File: src/verilog/flpc_pkg.sv
// Constants and types for the serial flash pin control block
// Overview of operation
// - Deselected: standby, serial output released
// - Deselected: serial input bits are ignored
// - Chip select falling edge starts operation
// - Chip select rising edge ends operation
// - No standby until self-timed cycle ends
// - Input bits sampled on clock rising edge
// - Output bits change on clock falling edge
// - Program and erase are internally timed
// - Protect pin low blocks mapped sectors
// - Pin protection independent of software protection
// - Protect pin low freezes protection map
// - Blocked modify does nothing, idles at end
// - Protect enable and lock still accepted
// - Floating protect pin reads as unprotected
// - Reset pin low aborts, forces idle
// - Held in reset while pin low
// - Power-on reset initialises the device
// - First byte after select is opcode
// - All bytes travel most significant first
package flpc_pkg;
    localparam int BYTE_W = 8;
    localparam logic [2:0] BIT_LAST = 3'h7;
    localparam int FIFO_DEPTH = 32;
    localparam int CLK_MHZ = 200;
    // Self-timed program or erase duration, nanoseconds
    localparam int PE_TIME_NS = 5000;
    localparam int PE_CYCLES = (PE_TIME_NS * CLK_MHZ) / 1000;
    localparam int PE_CNT_W = 16;
    // Synchroniser bit positions
    localparam int PIN_CS = 0;
    localparam int PIN_SCK = 1;
    localparam int PIN_SI = 2;
    localparam int PIN_WP = 3;
    localparam int PIN_RST = 4;
    localparam int PIN_N = 5;
    // Idle levels: select high, protect high, reset high
    localparam logic [4:0] PIN_IDLE = 5'h19;
    localparam logic [1:0] BYTE_CNT_MAX = 2'h3;

    typedef enum logic [1:0] {
        FLPC_IDLE = 2'h1,
        FLPC_SEL = 2'h2
    } flpc_state_t;

    typedef enum logic [1:0] {
        FLPC_OP_NONE = 2'h0,
        FLPC_OP_MODIFY = 2'h1,
        FLPC_OP_MAP_WR = 2'h2,
        FLPC_OP_LOCK = 2'h3
    } flpc_kind_t;
endpackage

File: src/verilog/flpc_stream_if.sv
// Byte stream carrier between the pin logic and its buffer
`timescale 1ns/10ps
interface flpc_stream_if #(
    parameter int W = 8
);
    logic [W-1:0] data;
    logic valid;
    logic ready;
    modport src (output data, output valid, input ready);
    modport snk (input data, input valid, output ready);
endinterface

File: src/verilog/flpc_fifo.sv
// Received byte FIFO with registered read data
`timescale 1ns/10ps
module flpc_fifo #(
    parameter int W = 8,
    parameter int DEPTH = 32
) (
    input wire logic core_clk,
    input wire logic rst,
    flpc_stream_if.snk in_if,
    flpc_stream_if.src out_if
);
    localparam int AW = $clog2(DEPTH);
    logic [W-1:0] mem [DEPTH];
    logic [AW-1:0] wr_r, wr_nxt, rd_r, rd_nxt;
    logic [AW:0] cnt_r, cnt_nxt;
    logic [W-1:0] dout_r, dout_nxt;
    logic dval_r, dval_nxt;
    logic push, load;

    // Full counts only the array; the output register adds one slot
    assign in_if.ready = (cnt_r != DEPTH[AW:0]);
    assign push = in_if.valid && in_if.ready;
    assign load = (cnt_r != '0) && (!dval_r || out_if.ready);
    assign out_if.valid = dval_r;
    assign out_if.data = dout_r;

    // Pointer, count and output stage next values
    always_comb begin
        wr_nxt = push ? AW'(wr_r + 1'b1) : wr_r;
        rd_nxt = load ? AW'(rd_r + 1'b1) : rd_r;
        cnt_nxt = cnt_r;
        if (push && !load) begin
            cnt_nxt = (AW+1)'(cnt_r + 1'b1);
        end else if (load && !push) begin
            cnt_nxt = (AW+1)'(cnt_r - 1'b1);
        end
        dout_nxt = load ? mem[rd_r] : dout_r;
        if (load) begin
            dval_nxt = 1'b1;
        end else if (out_if.ready) begin
            dval_nxt = 1'b0;
        end else begin
            dval_nxt = dval_r;
        end
    end

    always_ff @(posedge core_clk) begin
        if (rst) begin
            wr_r <= '0;
            rd_r <= '0;
            cnt_r <= '0;
            dout_r <= '0;
            dval_r <= 1'b0;
        end else begin
            wr_r <= wr_nxt;
            rd_r <= rd_nxt;
            cnt_r <= cnt_nxt;
            dout_r <= dout_nxt;
            dval_r <= dval_nxt;
        end
    end

    // Storage array, no reset needed
    always_ff @(posedge core_clk) begin
        if (push) begin
            mem[wr_r] <= in_if.data;
        end
    end
endmodule

File: src/verilog/flpc_top.sv
// Serial flash pin control: framing, shifting, protection, reset
`timescale 1ns/10ps
module flpc_top #(
    parameter int PE_CYCLES = flpc_pkg::PE_CYCLES,
    parameter int FIFO_DEPTH = flpc_pkg::FIFO_DEPTH
) (
    input wire logic core_clk,
    input wire logic rst,
    input wire logic cs_n,
    input wire logic sck,
    input wire logic si,
    input wire logic wp_n,
    input wire logic reset_n,
    output logic so,
    output logic so_oe,
    input wire logic [flpc_pkg::BYTE_W-1:0] tx_byte,
    output logic tx_load,
    input wire flpc_pkg::flpc_kind_t op_kind,
    input wire logic sector_prot,
    input wire logic sw_prot_en,
    output logic [flpc_pkg::BYTE_W-1:0] opcode,
    output logic opcode_valid,
    output logic [flpc_pkg::BYTE_W-1:0] rx_data,
    output logic rx_valid,
    input wire logic rx_ready,
    output logic rx_overrun,
    output logic op_start,
    output logic op_end,
    output logic pe_launch,
    output logic map_write,
    output logic prot_cmd_ok,
    output logic reject,
    output logic busy,
    output logic standby
);
    import flpc_pkg::*;

    logic [PIN_N-1:0] pin_meta_r, pin_sync_r;
    logic cs_s, sck_s, si_s, wp_s, rstpin_s, pin_rst;
    logic cs_d_r, sck_d_r;
    logic cs_fall, cs_rise, sck_rise, sck_fall;
    flpc_state_t state_r, state_nxt;
    logic [2:0] bit_r, bit_nxt, tbit_r, tbit_nxt;
    logic [1:0] byte_r, byte_nxt;
    logic [BYTE_W-1:0] sh_r, sh_nxt, tsh_r, tsh_nxt;
    logic [BYTE_W-1:0] opc_r, opc_nxt;
    logic opv_r, opv_nxt, so_r, so_nxt, ovr_r, ovr_nxt;
    logic [PE_CNT_W-1:0] pe_r, pe_nxt;
    logic push, blocked;
    logic [PIN_N-1:0] pin_raw;

    flpc_stream_if #(.W(BYTE_W)) push_if ();
    flpc_stream_if #(.W(BYTE_W)) pop_if ();

    // Pins gathered in synchroniser bit order
    assign pin_raw = {reset_n, wp_n, si, sck, cs_n};

    // Two-stage synchronisers; idle levels keep protect high at reset
    // pull-up reading
    genvar g;
    for (g = 0; g < PIN_N; g++) begin : g_sync
        always_ff @(posedge core_clk) begin
            if (rst) begin
                pin_meta_r[g] <= PIN_IDLE[g];
                pin_sync_r[g] <= PIN_IDLE[g];
            end else begin
                pin_meta_r[g] <= pin_raw[g];
                pin_sync_r[g] <= pin_meta_r[g];
            end
        end
    end

    assign cs_s = pin_sync_r[PIN_CS];
    assign sck_s = pin_sync_r[PIN_SCK];
    assign si_s = pin_sync_r[PIN_SI];
    assign wp_s = pin_sync_r[PIN_WP];
    assign rstpin_s = pin_sync_r[PIN_RST];
    assign pin_rst = !rstpin_s;

    // Edge finders on the synchronised levels
    assign cs_fall = cs_d_r && !cs_s;
    assign cs_rise = !cs_d_r && cs_s;
    assign sck_rise = !sck_d_r && sck_s;
    assign sck_fall = sck_d_r && !sck_s;

    assign blocked = sector_prot && (!wp_s || sw_prot_en);

    // Framing, shifting and protection decisions
    always_comb begin
        state_nxt = state_r;
        bit_nxt = bit_r;
        tbit_nxt = tbit_r;
        byte_nxt = byte_r;
        sh_nxt = sh_r;
        tsh_nxt = tsh_r;
        opc_nxt = opc_r;
        opv_nxt = opv_r;
        so_nxt = so_r;
        ovr_nxt = ovr_r;
        pe_nxt = (pe_r != '0) ? PE_CNT_W'(pe_r - 1'b1) : pe_r;
        push = 1'b0;
        tx_load = 1'b0;
        op_start = 1'b0;
        op_end = 1'b0;
        pe_launch = 1'b0;
        map_write = 1'b0;
        prot_cmd_ok = 1'b0;
        reject = 1'b0;
        if (pin_rst) begin
            state_nxt = FLPC_IDLE;
            bit_nxt = '0;
            tbit_nxt = '0;
            byte_nxt = '0;
            opv_nxt = 1'b0;
            so_nxt = 1'b0;
            pe_nxt = '0;
        end else begin
            unique case (state_r)
                FLPC_IDLE: begin
                    if (cs_fall) begin
                        state_nxt = FLPC_SEL;
                        bit_nxt = '0;
                        tbit_nxt = '0;
                        byte_nxt = '0;
                        opv_nxt = 1'b0;
                        ovr_nxt = 1'b0;
                        op_start = 1'b1;
                    end
                end
                FLPC_SEL: begin
                    if (cs_rise) begin
                        state_nxt = FLPC_IDLE;
                        op_end = 1'b1;
                        unique case (op_kind)
                            FLPC_OP_MODIFY: begin
                                if (blocked || pe_r != '0) begin
                                    reject = 1'b1;
                                end else begin
                                    pe_launch = 1'b1;
                                    pe_nxt = PE_CNT_W'(PE_CYCLES);
                                end
                            end
                            FLPC_OP_MAP_WR: begin
                                reject = !wp_s;
                                map_write = wp_s;
                            end
                            FLPC_OP_LOCK: begin
                                prot_cmd_ok = 1'b1;
                            end
                            FLPC_OP_NONE: begin
                            end
                        endcase
                    end else if (sck_rise) begin
                        // first bit is the top bit
                        sh_nxt = {sh_r[BYTE_W-2:0], si_s};
                        bit_nxt = 3'(bit_r + 1'b1);
                        if (bit_r == BIT_LAST) begin
                            if (byte_r == '0) begin
                                opc_nxt = {sh_r[BYTE_W-2:0], si_s};
                                opv_nxt = 1'b1;
                            end
                            if (byte_r != BYTE_CNT_MAX) begin
                                byte_nxt = 2'(byte_r + 1'b1);
                            end
                            push = 1'b1;
                            // Link cannot pause, so a full buffer drops
                            ovr_nxt = ovr_r || !push_if.ready;
                        end
                    end else if (sck_fall) begin
                        tbit_nxt = 3'(tbit_r + 1'b1);
                        if (tbit_r == '0) begin
                            tx_load = 1'b1;
                            so_nxt = tx_byte[BYTE_W-1];
                            tsh_nxt = {tx_byte[BYTE_W-2:0], 1'b0};
                        end else begin
                            so_nxt = tsh_r[BYTE_W-1];
                            tsh_nxt = {tsh_r[BYTE_W-2:0], 1'b0};
                        end
                    end
                end
            endcase
        end
    end

    // core reset stands in for power-on reset
    always_ff @(posedge core_clk) begin
        if (rst) begin
            cs_d_r <= 1'b1;
            sck_d_r <= 1'b0;
            state_r <= FLPC_IDLE;
            bit_r <= '0;
            tbit_r <= '0;
            byte_r <= '0;
            sh_r <= '0;
            tsh_r <= '0;
            opc_r <= '0;
            opv_r <= 1'b0;
            so_r <= 1'b0;
            ovr_r <= 1'b0;
            pe_r <= '0;
        end else begin
            cs_d_r <= cs_s;
            sck_d_r <= sck_s;
            state_r <= state_nxt;
            bit_r <= bit_nxt;
            tbit_r <= tbit_nxt;
            byte_r <= byte_nxt;
            sh_r <= sh_nxt;
            tsh_r <= tsh_nxt;
            opc_r <= opc_nxt;
            opv_r <= opv_nxt;
            so_r <= so_nxt;
            ovr_r <= ovr_nxt;
            pe_r <= pe_nxt;
        end
    end

    // Received bytes into the buffer
    assign push_if.valid = push;
    assign push_if.data = sh_nxt;

    flpc_fifo #(.W(BYTE_W), .DEPTH(FIFO_DEPTH)) u_fifo (
        .core_clk(core_clk),
        .rst(rst),
        .in_if(push_if),
        .out_if(pop_if)
    );

    assign rx_data = pop_if.data;
    assign rx_valid = pop_if.valid;
    assign pop_if.ready = rx_ready;

    // Output drive only while selected
    // output released when deselected
    assign so = so_r;
    assign so_oe = (state_r == FLPC_SEL);
    assign opcode = opc_r;
    assign opcode_valid = opv_r;
    assign rx_overrun = ovr_r;
    assign busy = (pe_r != '0);
    assign standby = (state_r == FLPC_IDLE) && (pe_r == '0);
endmodule
File: config.mk
export PLATFORM = sky130hd
export DESIGN_NAME = flpc_top
export DESIGN_NICKNAME = d
export VERILOG_FILES = /design/src/verilog/flpc_pkg.sv /design/src/verilog/flpc_stream_if.sv /design/src/verilog/flpc_fifo.sv /design/src/verilog/flpc_top.sv
export SDC_FILE = /design/constraint.sdc
export NUM_CORES = 1
export LEC_CHECK = 0
export BUFFER_PORTS_ARGS = -buffer_cell sky130_fd_sc_hd__buf_2
export CAP_MARGIN = 0
export CORE_MARGIN = 5
export CORE_UTILIZATION = 62
export DETAILED_ROUTE_END_ITERATION = 10
export MAX_ROUTING_LAYER = met4
export PLACE_DENSITY = 0.88
export REMOVE_ABC_BUFFERS = 1
export SLEW_MARGIN = 20
export SYNTH_ARGS = -nofsm -noshare
export SYNTH_HDL_FRONTEND = slang
export SYNTH_HIERARCHICAL = 1
export SYNTH_SLANG_ARGS = --single-unit
File: constraint.sdc
create_clock -name core_clk -period 3.7 [get_ports core_clk]
set_input_delay 0.185 -clock core_clk [delete_from_list [all_inputs] [get_ports core_clk]]
set_output_delay 0.185 -clock core_clk [all_outputs]
set_load 0.01 [all_outputs]
* After elaboration in Yosys (flattened, before gate mapping) *
Memory sizes are Yosys's and may differ from the RTL's. A register that Yosys moved wholly into a read port is not among the register bits.
Index checks and enable logic that the tools add are counted.

word-level totals
  register bits = 82
  bits in writable memories = 256
  bits of input ports = 20
  output and inout port bits = 30
  word-level logic and storage cells = 175
  memories kept = 1

operators by class
  add/subtract/negate cells = 8
  equal/unequal tests = 17
  muxes and demuxes = 79
  bitwise operators = 3
  reductions and logical operators = 40

memories
  name        words  width  read ports  clocked after Yosys merged registers in  write ports  line             RTL
  u_fifo.mem  32     8      1           1                                        1            flpc_fifo.sv:13  logic [W-1:0] mem [DEPTH];

operators with widths
  operator                                                count
  two-way mux 16 bit                                      5
  two-way mux 1 bit                                       47
  two-way mux 8 bit                                       5
  AND reduction 5 bit                                     4
  two-way mux 3 bit                                       6
  zero test 16 bit                                        1
  nonzero test 16 bit                                     1
  subtractor 16 x 1 -> 16 bit (second input constant)     1
  two-way mux 2 bit                                       7
  two-way mux 6 bit                                       2
  inequality test 2 x 1 -> 1 bit (second input constant)  6
  case mux 3 bit (2 select lines)                         2
  adder 5 x 1 -> 5 bit (second input constant)            2
  logical AND 1 bit                                       10
  zero test 1 bit                                         9
  inequality test 2 bit (second input constant)           4
  case mux 2 bit (2 select lines)                         2
  AND reduction 4 bit                                     2
  adder 3 x 1 -> 3 bit (second input constant)            2
  adder 6 x 1 -> 6 bit (second input constant)            1
  equality test 2 bit (second input constant)             3
  inequality test 6 bit (second input constant)           1
  case mux 1 bit (2 select lines)                         3
  AND reduction 6 bit                                     1
  other kinds (13)                                        20

* Depth between registers and ports, before layout *
  word-level depth = 11
  mapped depth = 14
  gate-level depth less buffers = 12

* Modules after synthesis *
Netlist, hierarchy kept.

modules (own cells, without submodules)
  module     instances  cells each  area each (µm²)  seq. area each (µm²)
  flpc_fifo  1          602         11125.7          8187.9
  flpc_top   1          318         2990.4           1281.2

* Least setup slack after synthesis *
No wires, ideal clock.

  path type = reg2reg
  start point = reg pin_sync_r[0] (netlist: cs_s)
  end point = reg u_fifo.cnt_r[4]
  library setup time = 70 ps
  arrival = 3072 ps
  required time = 3630 ps
  slack = 558 ps
  stages on the path, launching flop included = 15
  clock period less this slack = 3142 ps
  cell sequence = dfxtp_1 -> nor2b_1 -> clkbuf_1 -> nor3_4 -> and2_1 -> o31a_1 -> buf_2 -> ha_1 -> inv_1 -> ha_1 -> nor2b_1 -> o21a_1 -> o21ai_0 -> or3b_2 -> a21oi_1

between the ends
  word-level cells in the longest chain between the ends = 8

ends and longest elaborated chain
  what                                 line             RTL
  start, declared                      flpc_top.sv:38   logic [PIN_N-1:0] pin_meta_r, pin_sync_r;
  start signal, assigned by index      flpc_top.sv:65   pin_sync_r[g] <= PIN_IDLE[g];
  start signal, assigned by index      flpc_top.sv:68   pin_sync_r[g] <= pin_meta_r[g];
  logical AND 1 bit *                  flpc_top.sv:82   assign cs_rise = !cs_d_r && cs_s;
  two-way mux 1 bit *                  flpc_top.sv:131  if (cs_rise) begin
  two-way mux 1 bit *                  flpc_top.sv:118  unique case (state_r)
  two-way mux 1 bit *                  flpc_top.sv:109  if (pin_rst) begin
  via push                             flpc_top.sv:49   logic push, blocked;
  logical AND 1 bit *                  flpc_fifo.sv:22  assign push = in_if.valid && in_if.ready;
  via u_fifo.push                      flpc_fifo.sv:18  logic push, load;
  zero test 1 bit                      flpc_fifo.sv:34  end else if (load && !push) begin
  logical AND 1 bit                    flpc_fifo.sv:34
  nonzero test 2 bit (no source line)  --
  end signal, assigned                 flpc_fifo.sv:57  cnt_r <= cnt_nxt;
  end, declared                        flpc_fifo.sv:15  logic [AW:0] cnt_r, cnt_nxt;

Mark *: on every way through the listed nets, which the timed path passes. The rest lies on a longest branch.
A chain may end at the register's enable or synchronous reset.

* Worst setup path after layout *
  start point = reg u_fifo.cnt_r[3]
  end point = reg u_fifo.cnt_r[4]

between the ends
  word-level cells in the longest chain between the ends = 5

ends and longest elaborated chain
  what
  parallel branches: the longest is 5 deep, another holds subtractor 6 x 1 -> 6 bit

Parallel ways; which one is timed is not known. The select of a mux whose other input is x is not followed.

==> impl_results.md <==
- Initial antenna violation count: 0
- Area leader, netlist: edfxtp_1
- Placer Congestion: 0.863
- Placed cells: approximately 1200
- Max-slew violations: 0
- DR vias: 8266
- Worst slew pin tran: about 0.94 ns
- Main synth FF type: edfxtp_1
- Largest net degree at the start of global routing: 43
- EDFF count, synth: about 260
- Post-route ant nets: 0
- Pre-Repair DR Iteration Count: 5
- Layout Nets: ~1000
- Compound-Gate Fraction of Synth Area: 0.0693
- Grt ovf: 0
- Cts bufs inserted: 35
- Post-synthesis mux area share: 0.119
- Crit path buf inv count: 2
- Number of port buffers: 49
- Iteration-0 DRC count of the detailed router: 873
- Vias in the first global route: between 8000 and 9000
- CTS tree: built
- Fin. Hold Viols: 0
- Distinct cells, synth: just over 70
- Per-cell routed wire length: 22.4 µm
- Ratio of cells with drive above 1 in the final layout: 0.201
- Power Density: between 600 and 700 nW/µm²
- Max-cap violations: 0
- Max Freq: between 300 and 400 MHz
- Simple-Gate Fraction of Synth Area: 0.0919
- Crit path max-delay family: simple AND/OR/NAND/NOR gates
- Final period util: 0.901
- Starting Density: 0.627
- Sequential cell area: ~9500 µm²
- DRC viols: 0
- Post-Syn Area: 14100 µm²
- CP max FO: 7
- CP cell instances: or4_1, o31a_1, inv_1, ha_1, inv_1, ha_1, nor2b_1, o21a_1, o21ai_0, or3b_2, a21oi_1
- Ys async rst share: 0
- I/O pin count: 50
- Tmin final: 3.33 ns
- Synth top area share: 0.545
- Die area: approximately 26000 µm²
- VDD IR max: ~640 µV
- Kind of critical path: flop to flop
- Setup violations, final: 0
- Die Y-Extent: around 160 µm
- # diodes: 0
- Leakage Power: between 0.005 and 0.006 µW
- Clk_lat worst skew: between 0.5 and 0.6 ns
- DP HPWL: approximately 18000 µm
- Worst-path clk slew: 0.06 ns
- Worst setup EP type: flop
- Post-Layout Cell Count: roughly 1300
- Hold Path Class: input port to flop
- Setup TNS: 0 ns
- CP Launch Type: flop
- Crit-path slowest cell: or4_1
- Worst stage delay on the critical path: around 0.60 ns
- Die width: roughly 160 µm
- Clk sinks: approximately 350
- Core Area: roughly 23000 µm²
- Slew HR: 0.369
- Clock Tree Root: clkbuf_16
- Largest family of logic cells by synthesized area: multiplexers
- Final hold slack: between 0.04 and 0.05 ns
- Via/cell ratio: 6.39
- Post-layout util: 0.701
- Mean Syn Cell Area: ~15 µm²
- FF+latch count, synth: 345
- First-pass GRT wire length: 46200 µm
- Clock Skews: about 0.030 ns
- Cell count after synthesis: 920
- Leading post-synthesis cells by cell area: edfxtp_1 54%, dfxtp_1 13%, mux4_2 7.3%
- YS warnings: 6
- Critical path required time: 4.11 ns
- CP arrival: about 3.8 ns
- Post-Synth XOR/XNOR Area: 0.00620
- Area occupied by multi-input gates: between 4000 and 5000 µm²
- Overall Global Routing Usage: 0.233
- Row cnt: 55
- Fill cells: 1363
- P&R area growth vs syn: 11.7%
- CTS max path bufs: 3
- CTS H-tree depth: 2
- Synth Area in Adders: 0.0209
- Status: finished, final reports clean
- RSZ-0062 raised after global routing: no
- Seq/Total Area, Yosys: 0.671
- WL final: just under 30000 µm
## synth_stat cells (3+ instances only)
cell and count:
edfxtp_1 256, dfxtp_1 89, nor2_1 82, mux2i_1 47, mux4_2 46, a21oi_1 37, nand2_1 27, clkbuf_1 25
inv_1 24, nor2b_1 23, ha_1 22, a22o_1 14, o21ai_0 13, nand4_1 11, or4_1 11, nand2b_1 10
a211oi_1 9, buf_2 9, nor3_1 9, or2_2 9, a22oi_1 8, mux2_2 8, nand3_1 8, o221ai_1 8
o22ai_1 8, a31oi_1 7, o31ai_1 7, or3_1 7, a2111oi_2 6, xor2_1 6, nand3b_1 5, nor4_1 4
xnor2_1 4, and2_1 3, and3_1 3, buf_4 3, buf_6 3, mux4_1 3, nor4_4 3, nor4b_1 3
o21a_1 3, o31a_1 3
## layer usage
| layer | up-vias | routed length [µm] | global-route usage |
|---|---|---|---|
| li1 | 3713 | - | - |
| met1 | 4147 | 11800 | 0.306 |
| met2 | 360 | 14700 | 0.391 |
| met3 | 46 | 2030 | 0.0390 |
| met4 | 0 | 495 | 0.0481 |
| met5 | - | 0 | - |
## worst register-to-register path: cells and delay by family (launching register included)
kind / cells / cell delay, ns
AND/OR/NAND/NOR: 3 / 1.18
buffers and inverters: 2 / 0.32
flip-flops: 1 / 0.33
AO/OA/AOI/OAI: 4 / 0.83
adder cells (fa/ha/maj): 2 / 0.60
## per-stage QoR
step | worst slack (ns) | cell area (µm²) | power [µW]
floorplan | -1.02 | 13900 | 5830
global placement | 0.495 | 14600 | 6200
detailed placement | 0.420 | 14600 | 6260
CTS | 0.381 | 15800 | 9550
global route | 0.147 | 15800 | 9940
finish | 0.367 | 15800 | 9520
## registers in the layout (all words and copies together) (netlist names), 3 cells and up
register,cells
bit_r,3
opcode,8
pe_r,16
pin_meta_r,5
sh_r,8
tbit_r,3
tsh_r,7
u_fifo/cnt_r,6
u_fifo/mem,256
u_fifo/out_if.data,8
u_fifo/rd_r,5
u_fifo/wr_r,5
## logic make-up (layout without fill, tap and decap cells)
family / Yosys count / after routing
buf+inv: 67 / 155
flops: 345 / 345
xor+xnor: 10 / 10
simple gates: 233 / 233
mux: 104 / 104
compound gates: 138 / 138
fa+ha+maj: 23 / 23
## power by group
part           switching, µW  internal [µW]
Combinational            962            767
Sequential               242           4240
Clock                   1380           1930
## repair_timing
item / in CTS / in global routing
setup buffers: 0 / 0
gates resized for setup: 0 / 0
hold buffers: 6 / 0
setup endpoints to repair: 0 / 0
endpoints found under the hold margin: 6 / 0
## cell type report
| class | instances | area share |
|---|---|---|
| repair buffers | 71 | 0.0270 |
| well taps | 285 | 0.0226 |
| inverters | 25 | 0.00595 |
| multi-input cells | 508 | 0.275 |
| flip-flops and latches | 345 | 0.601 |
| clock buffers | 46 | 0.0620 |
| clock inverters | 13 | 0.00651 |
## placed cells by master (no fill, tap or decap), types with 4 or more instances in the layout
cell type	n
edfxtp_1	256
dfxtp_1	88
nor2_1	81
buf_2	49
mux2i_1	47
mux4_2	46
a21oi_1	37
clkbuf_16	36
nand2_1	27
inv_1	24
nor2b_1	22
ha_1	22
buf_4	16
a22o_1	14
o21ai_0	13
nand4_1	11
or4_1	11
nand2b_1	10
a211oi_1	9
or2_2	9
nor3_1	9
mux2_2	8
nand3_1	8
o22ai_1	8
o221ai_1	8
a22oi_1	8
or3_1	7
o31ai_1	7
a31oi_1	7
clkbuf_1	6
dlygate4sd3_1	6
xor2_1	6
a2111oi_2	6
nand3b_1	5
nor4_1	4
clkinv_2	4
clkbuf_8	4
xnor2_1	4
## final timing paths
path / start / endpoint / slack, ns / depth (start not counted)
worst max-delay path: u_fifo/cnt_r[3] / u_fifo/cnt_r[4] / 0.37 / 11
worst min-delay path: tx_byte[5] / tsh_r[6] / 0.04 / 3
worst max register to register: u_fifo/cnt_r[3] / u_fifo/cnt_r[4] / 0.37 / 11
worst min register to register: pin_meta_r[0] / cs_s / 0.41 / 1
No activity file was read; power rests on OpenSTA's default activity.
